$ cat src/dsb_cfg.svh
/*
  Timing constants for the storage board host controller.
  Assumes a 20 MHz system clock; counts derive from ns figures.
*/
`ifndef DSB_CFG_SVH
`define DSB_CFG_SVH
`define DSB_CLK_NS 50
`define DSB_WORD_W 17
`define DSB_ADDR_W 14
`define DSB_ROW_W 6
`define DSB_ROW_N 64
`define DSB_T_SETUP_NS 24
`define DSB_T_HOLD_NS 50
`define DSB_T_HIGH_NS 260
`define DSB_T_LOW_NS 200
`define DSB_T_CYCLE_NS 460
`define DSB_T_GATE_NS 180
`define DSB_T_SHARE_LO_NS 80
`define DSB_T_SHARE_HI_NS 150
`define DSB_T_ACCESS_NS 320
`define DSB_T_REFRESH_NS 2000000
`define DSB_CEIL(ns) (((ns) + `DSB_CLK_NS - 1) / `DSB_CLK_NS)
`define DSB_N_SETUP `DSB_CEIL(`DSB_T_SETUP_NS)
`define DSB_N_HOLD `DSB_CEIL(`DSB_T_HOLD_NS)
`define DSB_N_HIGH `DSB_CEIL(`DSB_T_HIGH_NS)
`define DSB_N_LOW `DSB_CEIL(`DSB_T_LOW_NS)
// Strobe must outlast both the minimum high time and the access time,
// since the board latches whatever its RAMs show when the strobe falls
`define DSB_N_STROBE \
  ((`DSB_N_ACCESS > `DSB_N_HIGH) ? `DSB_N_ACCESS : `DSB_N_HIGH)
`define DSB_N_GATE_AT (`DSB_N_STROBE - `DSB_CEIL(`DSB_T_GATE_NS))
`define DSB_N_SHARE_UP `DSB_CEIL(`DSB_T_SHARE_LO_NS)
`define DSB_N_ACCESS `DSB_CEIL(`DSB_T_ACCESS_NS)
`define DSB_REF_INTERVAL_NS (`DSB_T_REFRESH_NS / `DSB_ROW_N)
// Slack absorbs a refresh held back behind a cycle already running
`define DSB_T_REF_SLACK_NS 1000
`define DSB_N_REF_INTERVAL \
  ((`DSB_REF_INTERVAL_NS - `DSB_T_REF_SLACK_NS) / `DSB_CLK_NS)
`define DSB_CNT_W 10
`endif

$ cat src/dsb_pkg.sv
/*
  Types for the storage board host controller.
  Assumes dsb_cfg.svh is compiled alongside.
*/
`include "dsb_cfg.svh"
package dsb_pkg;
  typedef enum logic [2:0] {
    DSB_IDLE = 3'b000,
    DSB_SETUP = 3'b001,
    DSB_STROBE = 3'b010,
    DSB_HOLD = 3'b011,
    DSB_RECOVER = 3'b100
  } dsb_state_t;
  typedef enum logic [1:0] {
    DSB_OP_READ = 2'b00,
    DSB_OP_WRITE = 2'b01,
    DSB_OP_REFRESH = 2'b10
  } dsb_op_t;
  // Pins driven toward the board
  typedef struct packed {
    logic cycle_strobe;
    logic read_not_write;
    logic board_select_n;
    logic port_share_n;
    logic output_gate;
    logic refresh_cycle_flag;
    logic [`DSB_ADDR_W-1:0] address;
    logic [`DSB_WORD_W-1:0] write_word_bus;
  } dsb_pins_t;
endpackage

$ cat src/dsb_host.sv
/*
  Host controller driving a 16k x 17 dynamic RAM storage board.
  Assumes board pins are asynchronous to clk_sys; read data is
  synchronised through two flops before capture.
*/
// Contract
// - Cycle starts at least 460 ns apart
// - Active-high strobe starts every cycle
// - Strobe high 260 ns, low 200 ns
// - Read_not_write low read, held past strobe
// - Board select low 24 ns before, after
// - Read: port share low around strobe
// - Write: port share low, then raised early
// - Refresh: port share high around leading edge
// - Read: gate high 180 ns before fall
// - Output gate low in write, refresh
// - Refresh flag high around refresh strobe
// - Refresh all 64 rows within 2 ms
// - Write data stable 150/50 ns around fall
`timescale 1ns/1ns
`include "dsb_cfg.svh"
module dsb_host #(
  parameter int unsigned REF_INTERVAL = `DSB_N_REF_INTERVAL
) (
  // Clock and reset
  input wire logic clk_sys,
  input wire logic rst_b,
  // User request port
  input wire logic req_valid,
  input wire logic req_write,
  input wire logic [`DSB_ADDR_W-1:0] req_addr,
  input wire logic [`DSB_WORD_W-1:0] req_wdata,
  output logic req_ready,
  output logic rsp_valid,
  output logic [`DSB_WORD_W-1:0] rsp_rdata,
  // Board pins
  output dsb_pkg::dsb_pins_t pins,
  input wire logic [`DSB_WORD_W-1:0] read_word_bus
);
  // Counts in clk_sys periods, rounded up so no minimum is cut short
  localparam logic [`DSB_CNT_W-1:0] N_SETUP = `DSB_CNT_W'(`DSB_N_SETUP);
  localparam logic [`DSB_CNT_W-1:0] N_HOLD = `DSB_CNT_W'(`DSB_N_HOLD);
  // Strobe high time also covers the read access, as the board latches
  // whatever it has at the fall; RECOVER still ends at N_LOW, as N_ACC - N_HIGH is zero, so a transfer takes one cycle longer
  localparam logic [`DSB_CNT_W-1:0] N_HIGH = `DSB_CNT_W'(`DSB_N_STROBE);
  localparam logic [`DSB_CNT_W-1:0] N_LOW = `DSB_CNT_W'(`DSB_N_LOW);
  localparam logic [`DSB_CNT_W-1:0] N_GATE = `DSB_CNT_W'(`DSB_N_GATE_AT);
  localparam logic [`DSB_CNT_W-1:0] N_SHUP = `DSB_CNT_W'(`DSB_N_SHARE_UP);
  localparam logic [`DSB_CNT_W-1:0] N_ACC = `DSB_CNT_W'(`DSB_N_ACCESS);

  // Sequencer, refresh and answer state
  dsb_pkg::dsb_state_t state_r, state_nxt;
  dsb_pkg::dsb_op_t op_r, op_nxt;
  dsb_pkg::dsb_pins_t pins_r, pins_nxt;
  logic [`DSB_CNT_W-1:0] cnt_r, cnt_nxt;
  logic [31:0] ref_cnt_r, ref_cnt_nxt;
  logic ref_pend_r, ref_pend_nxt;
  logic [`DSB_ROW_W-1:0] ref_row_r, ref_row_nxt;
  logic [`DSB_WORD_W-1:0] din_s1_r, din_s2_r;
  logic [`DSB_WORD_W-1:0] rdata_r, rdata_nxt;
  logic rsp_r, rsp_nxt, ready_r, ready_nxt;

  // Read decode shared by gate and capture logic
  function automatic logic is_read(input dsb_pkg::dsb_op_t op);
    return op == dsb_pkg::DSB_OP_READ;
  endfunction

  // Two-flop synchroniser on the board's read bus
  always_ff @(posedge clk_sys or negedge rst_b) begin
    if (!rst_b) begin
      din_s1_r <= '0;
      din_s2_r <= '0;
    end else begin
      din_s1_r <= read_word_bus;
      din_s2_r <= din_s1_r;
    end
  end

  // Refresh timer: one row every 2 ms / 64, row wraps over 64 rows.
  // Interval is trimmed so a refresh held back behind a running cycle
  // still lands inside the row period
  always_comb begin
    ref_cnt_nxt = ref_cnt_r + 32'h1;
    ref_pend_nxt = ref_pend_r;
    ref_row_nxt = ref_row_r;
    if (ref_cnt_r >= REF_INTERVAL - 1) begin
      ref_cnt_nxt = 32'h0;
      ref_pend_nxt = 1'b1;
    end
    // Issue and new tick together keep the request pending
    if (state_r == dsb_pkg::DSB_IDLE && ref_pend_r &&
        ref_cnt_r < REF_INTERVAL - 1) begin
      ref_pend_nxt = 1'b0;
      ref_row_nxt = ref_row_r + `DSB_ROW_W'(1);
    end
  end

  // Cycle sequencer; refresh beats user requests so rows never lapse
  always_comb begin
    state_nxt = state_r;
    op_nxt = op_r;
    pins_nxt = pins_r;
    cnt_nxt = cnt_r + `DSB_CNT_W'(1);
    rdata_nxt = rdata_r;
    rsp_nxt = 1'b0;
    ready_nxt = 1'b0;
    case (state_r)
      dsb_pkg::DSB_IDLE: begin
        cnt_nxt = '0;
        pins_nxt.board_select_n = 1'b1;
        pins_nxt.refresh_cycle_flag = 1'b0;
        pins_nxt.output_gate = 1'b0;
        pins_nxt.port_share_n = 1'b1;
        if (ref_pend_r) begin
          op_nxt = dsb_pkg::DSB_OP_REFRESH;
          // Select stays high: the board ignores it during refresh
          pins_nxt.refresh_cycle_flag = 1'b1;
          pins_nxt.port_share_n = 1'b1;
          pins_nxt.address = {`DSB_ADDR_W'(0) | `DSB_ADDR_W'(ref_row_r)};
          state_nxt = dsb_pkg::DSB_SETUP;
        end else if (req_valid && ready_r) begin
          op_nxt = req_write ? dsb_pkg::DSB_OP_WRITE : dsb_pkg::DSB_OP_READ;
          pins_nxt.read_not_write = req_write;
          pins_nxt.board_select_n = 1'b0;
          pins_nxt.port_share_n = 1'b0;
          pins_nxt.address = req_addr;
          pins_nxt.write_word_bus = req_wdata;
          state_nxt = dsb_pkg::DSB_SETUP;
        end else begin
          // Ready only when no refresh is due at the next edge, so a
          // request seen with ready high is never passed over
          ready_nxt = !ref_pend_nxt;
        end
      end
      dsb_pkg::DSB_SETUP: begin
        // Controls settle one full cycle (50 ns) before strobe rises
        // A finer clock could trim this, at the cost of more counts
        if (cnt_r >= N_SETUP - `DSB_CNT_W'(1)) begin
          pins_nxt.cycle_strobe = 1'b1;
          cnt_nxt = '0;
          state_nxt = dsb_pkg::DSB_STROBE;
        end
      end
      dsb_pkg::DSB_STROBE: begin
        // Write: release port share after low time, well before fall
        if (op_r == dsb_pkg::DSB_OP_WRITE &&
            cnt_r == N_SHUP - `DSB_CNT_W'(1))
          pins_nxt.port_share_n = 1'b1;
        // Read only: gate opens four cycles (200 ns) ahead of the fall, covering the 180 ns
        if (is_read(op_r) && cnt_r == N_GATE - `DSB_CNT_W'(1))
          pins_nxt.output_gate = 1'b1;
        if (cnt_r == N_HIGH - `DSB_CNT_W'(1)) begin
          pins_nxt.cycle_strobe = 1'b0;
          cnt_nxt = '0;
          state_nxt = dsb_pkg::DSB_HOLD;
        end
      end
      dsb_pkg::DSB_HOLD: begin
        // Sample synchronised data; board holds it while gate stays up.
        // The word stood on the bus at the fall, so two flops later the
        // synchroniser output is settled and matches the latch
        if (is_read(op_r) && cnt_r == `DSB_CNT_W'(1)) begin
          rdata_nxt = din_s2_r;
          rsp_nxt = 1'b1;
        end
        if (cnt_r == N_HOLD) begin
          pins_nxt.board_select_n = 1'b1;
          pins_nxt.output_gate = 1'b0;
          pins_nxt.port_share_n = 1'b1;
          pins_nxt.refresh_cycle_flag = 1'b0;
          state_nxt = dsb_pkg::DSB_RECOVER;
        end
      end
      dsb_pkg::DSB_RECOVER: begin
        // Low time plus hold covers the 460 ns cycle floor
        // Ready returns one cycle after this, from IDLE
        if (cnt_r >= N_LOW + N_ACC - N_HIGH) begin
          state_nxt = dsb_pkg::DSB_IDLE;
        end
      end
      default: state_nxt = dsb_pkg::DSB_IDLE;
    endcase
  end

  // State registers; reset leaves every pin at its idle level
  // so the board sees no cycle while the host is held
  always_ff @(posedge clk_sys or negedge rst_b) begin
    if (!rst_b) begin
      state_r <= dsb_pkg::DSB_IDLE;
      op_r <= dsb_pkg::DSB_OP_READ;
      pins_r <= '{board_select_n: 1'b1, port_share_n: 1'b1, default: '0};
      cnt_r <= '0;
      ref_cnt_r <= '0;
      ref_pend_r <= 1'b0;
      ref_row_r <= '0;
      rdata_r <= '0;
      rsp_r <= 1'b0;
      ready_r <= 1'b0;
    end else begin
      state_r <= state_nxt;
      op_r <= op_nxt;
      pins_r <= pins_nxt;
      cnt_r <= cnt_nxt;
      ref_cnt_r <= ref_cnt_nxt;
      ref_pend_r <= ref_pend_nxt;
      ref_row_r <= ref_row_nxt;
      rdata_r <= rdata_nxt;
      rsp_r <= rsp_nxt;
      ready_r <= ready_nxt;
    end
  end

  // Every output is a register; nothing combinational reaches a pin
  assign pins = pins_r;
  assign rsp_valid = rsp_r;
  assign rsp_rdata = rdata_r;
  assign req_ready = ready_r;
endmodule

$ cat config.mk
export PLATFORM = sky130hd
export DESIGN_NAME = dsb_host
export DESIGN_NICKNAME = d
export VERILOG_FILES = /design/src/dsb_pkg.sv /design/src/dsb_host.sv
export VERILOG_INCLUDE_DIRS = /design/src
export SDC_FILE = /design/constraint.sdc
export NUM_CORES = 1
export LEC_CHECK = 0
export BUFFER_PORTS_ARGS = -buffer_cell sky130_fd_sc_hd__buf_4
export CAP_MARGIN = 40
export CORE_MARGIN = 2
export CORE_UTILIZATION = 25
export DETAILED_ROUTE_END_ITERATION = 12
export PLACE_DENSITY = 0.51
export SLEW_MARGIN = 10
export SYNTH_ARGS = -nofsm -noshare
export SYNTH_HDL_FRONTEND = slang
export SYNTH_SLANG_ARGS = --single-unit
$ cat constraint.sdc
create_clock -name clk_sys -period 2.2 [get_ports clk_sys]
set_clock_uncertainty 0.05 [all_clocks]
set_input_delay 0.11 -clock clk_sys [delete_from_list [all_inputs] [get_ports clk_sys]]
set_output_delay 0.11 -clock clk_sys [all_outputs]
set_load 0.02 [all_outputs]
==> summary.txt, run 1 <==
Synth
  • Predominant post-synthesis flop cell: dfrtp_1
  • Area share of the largest cell type after synthesis: 0.6706
  • Synth area leaders: dfrtp_1, mux2_2, mux2_4
  • Mux share of post-synthesis cell area: 0.08359
  • Syn Inst Count: 373
  • Avg Cell Area, Syn: 14.21 um2
  • Complex-gate fraction of the synthesized area: 0.06612
  • Synth warn: 0
  • Post-synthesis sequential area ratio: 0.6805
  • #FFs+latches synth: 144
  • Leading area contributor after synthesis: dfrtp_1
  • Post-synth EDFFs: 0
  • Cell Area, Synth: 0.005299 mm2
  • Area share of fa/ha/maj cells after synthesis: 0.01653
  • Post-synthesis async set-or-reset flop share: 1.000
  • XOR/XNOR share of the synthesized area: 0.03140
  • Synth Area in Simple Gates: 0.1053
  • Largest family of logic cells by synthesized area: simple AND/OR/NAND/NOR gates
  • Post-synthesis cell type count: 46

Power
  • Final Power: ~5.7 mW
  • Max IR drop VDD: 0.4763 mV
  • Cell Pwr Density: 743.3 mW/mm2
  • Leakage: about 3.7 nW

Place
  • HPWL Detailed: 7934 um
  • Placed insts: 780
  • Pre-CTS setup slack: 0.1747 ns
  • Placer Congestion: 0.7980
  • Post-Place Cell Area: 0.006613 mm2
  • Input/output buffers: 107

Run status
  • Status: finished, final reports clean

CTS
  • Clock sink total: approximately 140
  • Clock Latency Late Sink: between 0.4 and 0.5 ns
  • CTS tree: done
  • Root buffer cell: clkbuf_16
  • Clk buf depth: 2
  • H-Tree Depth: 4
  • Setup bufs post-CTS: 0
  • CTS buffer count: 17
  • Worst-path clk slew: 0.06 ns

Die
  • Initial Util: 0.2537
  • Full die area: 0.02238 mm2
  • I/O pins: 108
  • Row Count: 53
  • DIE HEIGHT: ~150 um
  • Die width: 149.6 um
  • CORE AREA: between 0.02 and 0.025 mm2

Worst setup path
  • Worst EP required: 2.44 ns
  • Crit-path slowest cell: dfrtp_1
  • FF-to-FF path depth: 4
  • Setup CP Type: flip-flop to flip-flop
  • Buf/Inv on CP: 1
  • Delay-heaviest family, CP: simple AND/OR/NAND/NOR gates
  • Crit-path max cell delay: 0.50 ns
  • Instance count on the critical path: 4
  • CP Data Arrival Time: 2.22 ns
  • CP Max Fanout: 28
  • Crit path cell chain: or3_1 -> nor3_4 -> buf_12 -> mux2_2
  • Critical Path Source Type: flip-flop
  • Critical path capture point type: flip-flop

Layout
  • Share of layout cells above drive strength 1: 0.3350
  • P&R area growth vs syn: 45.50%
  • Design Area, Final: 0.007710 mm2
  • Post-Layout Cell Count: 863
  • Final Util: 0.3691
  • Ant. Diodes: 0
  • Layout net count: 634

Route
  • Wire per inst: 13.76 um
  • Vias per cell: 4.139
  • First-pass iteration count of the detailed router: 4
  • Initial DRC count: around 140
  • Final ANT Viol Nets: 0
  • Post-Route WL: 11,880 um
  • Vias post-DR: 3,572
  • DRC viols: 0

STA
  • Slew Viols, Final: 0
  • Slew HR: 0.6450
  • Hold WS: 0.1841 ns
  • Final Hold Vio Count: 0
  • Tmin final: 1.973 ns
  • Final Worst Setup Slack: 0.2268 ns
  • Final Cycle Share: 0.8969
  • RSZ-0062 raised after global routing: false
  • Fmax achieved: 506.8 MHz
  • Final Setup Violations: 0
  • Worst-margin pin slew: 0.5191 ns
  • TNS Setup: 0 ns

Global route
  • First-pass GRT wire length: 19,330 um
  • Vias in the first global route: roughly 3.8k
  • Antenna violations before repair: 0
  • GRT Overall Usage: 0.1122
  • Total gr overflow: 0
  • Largest net degree at the start of global routing: 58

Worst hold path
  • Hold Crit Class: primary input to async pin

Run
  • Max cap viols: 0
-- worst register-to-register path, stage by stage (launching register included) --
cell     delay (ns)
dfrtp_1        0.50
or3_1          0.50
nor3_4         0.22
buf_12         0.22
mux2_2         0.37
-- metal layers --
metal	wire length, um	GRT usage	vias up
met1	5346	0.1476	1783
met5	0	0	-
met3	506	0.03140	11
met2	5904	0.1780	81
met4	118	0.03857	0
li1	-	-	1697
-- what timing repair did --
action | CTS | global route
setup endpoints to repair | 0 | 2
hold endpoints to repair | 105 | 0
hold buffers | 51 | 0
gates resized for setup | 0 | 2
-- Yosys cell counts, types with 3 or more instances --
cell type  count
dfrtp_1      142
nor2_1        32
mux2_2        26
nand2_1       23
mux2_4        10
xor2_1        10
a22o_1         9
nand3_1        9
xnor2_1        9
clkbuf_1       8
inv_1          8
o21ai_0        8
ha_1           7
a22oi_1        6
nand4_1        6
nor3_1         6
nor4_1         6
a21oi_1        5
a2111oi_0      4
and4_1         3
nor2b_1        3
-- path summary, 6_finish.rpt --
check,slack (ns),end,start
max reg2reg,0.23,pins[9],state_r[2]
min reg2reg,0.29,din_s2_r[16],din_s1_r[16]
max in group asynchronous,1.18,pins[29],rst_b
max,0.23,pins[9],state_r[2]
min in group clk_sys,0.29,din_s2_r[16],din_s1_r[16]
min,0.18,din_s2_r[0],rst_b
-- sequential cells by signal (all words and copies together) (netlist names) --
register,flops
cnt_r,10
din_s1_r,17
din_s2_r,17
op_r,2
pins,37
ref_cnt_r,32
ref_pend_r,1
ref_row_r,6
req_ready,1
rsp_rdata,17
rsp_valid,1
state_r,3
-- logic make-up after synthesis --
kind of cell             Yosys count
AO/OA/AOI/OAI                     47
XOR/XNOR                          19
AND/OR/NAND/NOR                  100
flip-flops                       144
buffers and inverters             19
adder cells (fa/ha/maj)            7
other                              1
multiplexers                      36
-- final cells by class --
class / count / area, um2
Clock buffer: 22 / 474.2
Sequential cell: 144 / 3606
Tap cell: 275 / 344.1
Timing Repair Buffer: 173 / 1455
Clock inverter: 10 / 110.1
Multi-Input combinational cell: 231 / 1690
Fill cell: 2022 / 13180
Inverter: 8 / 30.03
-- power by group --
part	switching, mW	internal (mW)
clock	1.05	1.75
combinational	0.0893	0.124
sequential	0.0133	2.70
-- layout by cell type, fill, tap and decap left out, types with 3 or more instances in the layout --
cell           count
mux2_2            26
dfrtp_1          142
ha_1               7
a22o_1             9
nor4_1             6
nor2_1            32
o21ai_0            8
a22oi_1            6
dlygate4sd3_1     51
mux2_4            10
buf_4            119
conb_1            22
xnor2_1            9
clkinvlp_4         4
clkbuf_16         17
clkinv_2           4
xor2_1            10
nor3_1             6
nor2b_1            3
nand2_1           23
clkbuf_8           3
nand3_1            9
nand4_1            6
a21oi_1            5
inv_1              8
and4_1             3
No activity file was read; power rests on OpenSTA's default activity.
==> run 2, diff against run 1 <==
--- a/constraint.sdc
+++ b/constraint.sdc
@@ -4,2 +4,2 @@
 set_output_delay 0.11 -clock clk_sys [all_outputs]
-set_load 0.02 [all_outputs]
+set_load 0.1 [all_outputs]
==> summary.txt, run 2 (synthesis gave the netlist of run 1 again) <==
Run status
  • Status: finished, final reports clean

Layout
  • Share of layout cells above drive strength 1: 0.3362
  • Leading cell types in the layout, fill and taps excluded: dfrtp_1, buf_4, dlygate4sd3_1
  • Ant. Diodes: 0
  • Design Area, Final: 0.007746 mm2
  • Max FFs per register: 37
  • Post-Layout Cell Count: around 860
  • Layout net count: 633
  • P&R area growth vs syn: 46.19%
  • Most common cell after layout, fill and taps aside: dfrtp_1
  • # fillers: 2,021

Global route
  • Met2 Resource Use GR: 0.1690
  • Total gr overflow: 0
  • Met3 Resource Use GR: 0.04085
  • Vias in the first global route: 3,735
  • Most used routing layer: met2
  • First-pass GRT wire length: 19,280 um
  • Largest net degree at the start of global routing: 69
  • Antenna violations before repair: 0
  • M1 GR Usage: 0.1493
  • GRT Overall Usage: 0.1117

Route
  • Initial DRC count: 166
  • Wire per inst: 13.64 um
  • Post-Route WL: 11,750 um
  • Final ANT Viol Nets: 0
  • DRC viols: 0
  • Vias per cell: around 4.2
  • First-pass iteration count of the detailed router: 5
  • Vias post-DR: 3,615

STA
  • Slew Viols, Final: 0
  • Tmin final: about 2 ns
  • RSZ-0062 raised after global routing: true
  • Final Cycle Share: 0.9341
  • Slew HR: 0.5645
  • Worst-margin pin slew: 0.6368 ns
  • Fmax achieved: 486.6 MHz
  • Final Setup Violations: 0
  • Final Hold Vio Count: 0

Power
  • Clk pwr share: 0.509
  • Comb power frac: 0.036
  • Sw Ratio: 0.1932
  • NetSw: between 1 and 1.5 mW
  • Sequential Power Share: 0.456
  • Leakage: 3.688 nW
  • Max IR drop VDD: around 0.42 mV
  • Internal Power: 4.809 mW
  • Cell Pwr Density: 769.4 mW/mm2

CTS
  • Clock sink total: 144
  • Clock Latency Late Sink: roughly 0.41 ns
  • Root buffer cell: clkbuf_16
  • CTS tree: done
  • Clk buf depth: 2
  • CTS buffer count: 17
  • Worst-path clk slew: 0.06 ns
  • Setup bufs post-CTS: 0
  • H-Tree Depth: 4

Worst setup path
  • Setup CP Type: flip-flop to flip-flop
  • FF-to-FF path depth: 4
  • Critical path capture point type: flip-flop
  • Worst EP required: 2.45 ns
  • CP Data Arrival Time: 2.30 ns
  • CP Max Fanout: 6
  • Critical Path Source Type: flip-flop

Place
  • HPWL Detailed: around 8000 um
  • Post-Place Cell Area: 0.006614 mm2
  • Placed insts: 780
  • Placer Congestion: 0.7992
  • Input/output buffers: 107

Die
  • CORE AREA: 0.02089 mm2
  • Initial Util: 0.2537
  • Row Count: 53
  • Full die area: 0.02238 mm2
  • DIE HEIGHT: 149.6 um
  • Die width: 149.6 um
  • I/O pins: around 110

Run
  • Max cap viols: 0

Worst hold path
  • Hold Path Depth: 3
  • Hold Crit Class: primary input to flip-flop
-- run 2: cell type report --
| type | instances | area (um2) | share of cell area |
|---|---|---|---|
| Timing Repair Buffer | 172 | 1445 | 0.1866 |
| Clock buffer | 22 | 474.2 | 0.06122 |
| Sequential cell | 144 | 3607 | 0.4657 |
| Multi-Input combinational cell | 231 | 1690 | 0.2182 |
| Inverter | 8 | 30.03 | 0.003877 |
| Tap cell | 275 | 344.1 | 0.04442 |
| Clock inverter | 9 | 155.1 | 0.02003 |
-- run 2: power groups by stage --
| stage | clock [mW] | sequential [mW] | combinational [mW] |
|---|---|---|---|
| after floorplan | 0 | 2.76 | 0.00648 |
| after global placement | 0 | 2.76 | 0.139 |
| after detailed placement | 0 | 2.76 | 0.143 |
| after CTS | 3.12 | 2.72 | 0.216 |
| after global routing | 3.27 | 2.72 | 0.238 |
| final | 3.03 | 2.72 | 0.214 |
-- run 2: timing repair --
item | 4_1_cts | 5_1_grt
resized for setup | 0 | 2
hold buffers | 49 | 1
endpoints found under the hold margin | 114 | 1
setup endpoints to repair | 0 | 3
-- run 2: routing by layer --
metal	up-vias	share of wire	routed length [um]
met5	-	0	0
met4	0	0.011	126
met3	11	0.056	654
met2	91	0.48	5674
met1	1819	0.45	5290
li1	1694	-	-
-- run 2: through the flow --
stage	hold WS (ns)	setup TNS (ns)	total power, mW	setup WS (ns)	util
final	0.02908	0	5.960	0.1451	0.3708
after detailed placement	0.1123	0	2.906	0.1141	0.3166
after floorplan	-0.2356	0	2.765	0.2172	-
after CTS	0.003100	0	6.051	0.08101	0.3702
after global placement	0.1076	0	2.900	0.2345	0.3166
after global routing	0.04070	-0.05937	6.225	-0.04862	0.3708
-- run 2: final timing paths --
check                          endpoint           from  slack [ns]
hold reg to reg             din_s2_r[7]    din_s1_r[7]        0.29
min in group asynchronous   din_s2_r[5]          rst_b        0.21
setup / recovery           ref_row_r[1]  ref_cnt_r[29]        0.15
setup reg to reg           ref_row_r[1]  ref_cnt_r[29]        0.15
hold / removal                 pins[18]    req_addr[1]        0.03
max in group asynchronous      pins[33]          rst_b        1.16
-- run 2: worst max-delay path, cell delays in order (launching register included) --
cell       delay, ns
dfrtp_1         0.35
nor4_1          0.32
nand3_1         0.30
a2111oi_2       0.53
mux2_2          0.38
==> run 3, diff against run 2 <==
REMOVE_ABC_BUFFERS = 1   (was default)
==> summary.txt, run 3 (synthesis gave the netlist of run 1 again) <==
Run
  • Max cap viols: 0

STA
  • Slew Viols, Final: 0
  • TNS Setup: 0 ns
  • Fmax achieved: 478.4 MHz
  • Final Setup Violations: 0
  • Final Cycle Share: 0.9502
  • Slew HR: 0.5840
  • Final Hold Vio Count: 0
  • RSZ-0062 raised after global routing: true
  • Worst-margin pin slew: 0.6217 ns
  • Tmin final: 2.090 ns

Layout
  • Leading cell types in the layout, fill and taps excluded: dfrtp_1, buf_4, dlygate4sd3_1
  • Design Area, Final: 0.007679 mm2
  • P&R area growth vs syn: 44.91%
  • Most common cell after layout, fill and taps aside: dfrtp_1
  • Ant. Diodes: 0
  • Post-Layout Cell Count: 859
  • Combined area of the multi-input logic cells: 0.001689 mm2
  • Share of layout cells above drive strength 1: 0.3373
  • Final Util: 0.3676
  • Layout net count: 630
  • Sequential Area: 0.003606 mm2
  • # fillers: about 2.0k
  • Max FFs per register: 37

Route
  • Post-Route WL: 11,430 um
  • Vias per cell: 4.136
  • DRC viols: 0
  • Initial DRC count: 172
  • Final ANT Viol Nets: 0
  • Wire per inst: 13.30 um
  • First-pass iteration count of the detailed router: 4
  • Vias post-DR: 3,553

CTS
  • CTS tree: done
  • CTS buffer count: 17
  • Clock sink total: around 140
  • Clock Latency Late Sink: 0.42 ns
  • Clk buf depth: 2
  • Worst-path clk slew: 0.06 ns
  • H-Tree Depth: 4
  • Root buffer cell: clkbuf_16

Worst setup path
  • Setup CP Type: flip-flop to flip-flop
  • Critical Path Source Type: flip-flop
  • Delay-heaviest family, CP: simple AND/OR/NAND/NOR gates
  • Buf/Inv on CP: 0
  • Crit-path slowest cell: a2111oi_2
  • CP Max Fanout: 6
  • Crit-path max cell delay: 0.49 ns
  • Worst EP required: roughly 2.5 ns
  • Critical path capture point type: flip-flop
  • CP Data Arrival Time: 2.34 ns
  • Crit path cell chain: nor4_1 -> nand4_1 -> a2111oi_2 -> mux2_2

Global route
  • First-pass GRT wire length: around 19,000 um
  • Largest net degree at the start of global routing: 60
  • GRT Overall Usage: 0.1085
  • Total gr overflow: 0
  • Vias in the first global route: 3,649
  • Antenna violations before repair: 0

Die
  • CORE AREA: 0.02089 mm2
  • Die width: 149.6 um
  • Initial Util: 0.2537
  • DIE HEIGHT: around 150 um
  • Row Count: 53
  • I/O pins: 108
  • Full die area: 0.02238 mm2

Power
  • Final Power: about 5.8 mW
  • Leakage: 3.649 nW
  • Cell Pwr Density: 749.6 mW/mm2
  • Max IR drop VDD: 0.5008 mV

Place
  • Placed insts: 778
  • HPWL Detailed: 7696 um
  • Input/output buffers: around 110
  • Post-Place Cell Area: 0.006598 mm2
  • Placer Congestion: 0.7324

Run status
  • Status: finished, final reports clean

Worst hold path
  • Hold Crit Class: primary input to flip-flop
run 3: routing by layer:
metal | up-vias | wire (um) | GRT usage
met4 | 0 | 172 | 0.03619
met2 | 77 | 5593 | 0.1695
met3 | 18 | 597 | 0.03628
li1 | 1693 | - | -
met5 | - | 0 | 0
met1 | 1765 | 5065 | 0.1417
run 3: layout make-up:
class	count	share of cell area
well taps	275	0.04481
multi-input cells	231	0.2200
flip-flops and latches	144	0.4696
clock buffers	19	0.05899
inverters	8	0.003911
clock inverters	13	0.01776
repair buffers	169	0.1849
run 3: worst paths after layout:
| kind | cells past startpoint | startpoint | endpoint | slack (ns) |
|---|---|---|---|---|
| hold reg to reg | 0 | din_s1_r[8] | din_s2_r[8] | 0.30 |
| min in group asynchronous | 2 | rst_b | rsp_rdata[0] | 0.13 |
| setup / recovery | 4 | ref_cnt_r[14] | ref_row_r[1] | 0.11 |
| max in group asynchronous | 3 | rst_b | ref_cnt_r[15] | 1.18 |
| setup reg to reg | 4 | ref_cnt_r[14] | ref_row_r[1] | 0.11 |
| hold / removal | 3 | req_addr[4] | pins[21] | 0.008 |
run 3: where the power goes:
group          internal (mW)  switching [mW]
Sequential              2.70          0.0134
Clock                   1.73            1.10
Combinational          0.122          0.0875
Total                   4.55            1.21
run 3: what timing repair did:
item	in CTS	in global routing
buffers inserted	0	0
setup endpoints to repair	0	3
hold endpoints to repair	158	0
gates resized for setup	0	1
hold buffers	49	0
run 3: stage by stage:
stage	setup slack [ns]	hold slack, ns
finish	0.1097	0.008316
global route	-0.04459	0.04360
CTS	0.1361	0.004392
detailed placement	0.1811	0.007824
global placement	0.2291	0.0005878
floorplan	-0.2272	-0.2356
run 3: worst min-delay path, delay by kind of cell:
kind	cells	cell delay, ns
buffers and inverters	1	0.10
AOI/OAI and AO/OA	2	0.22
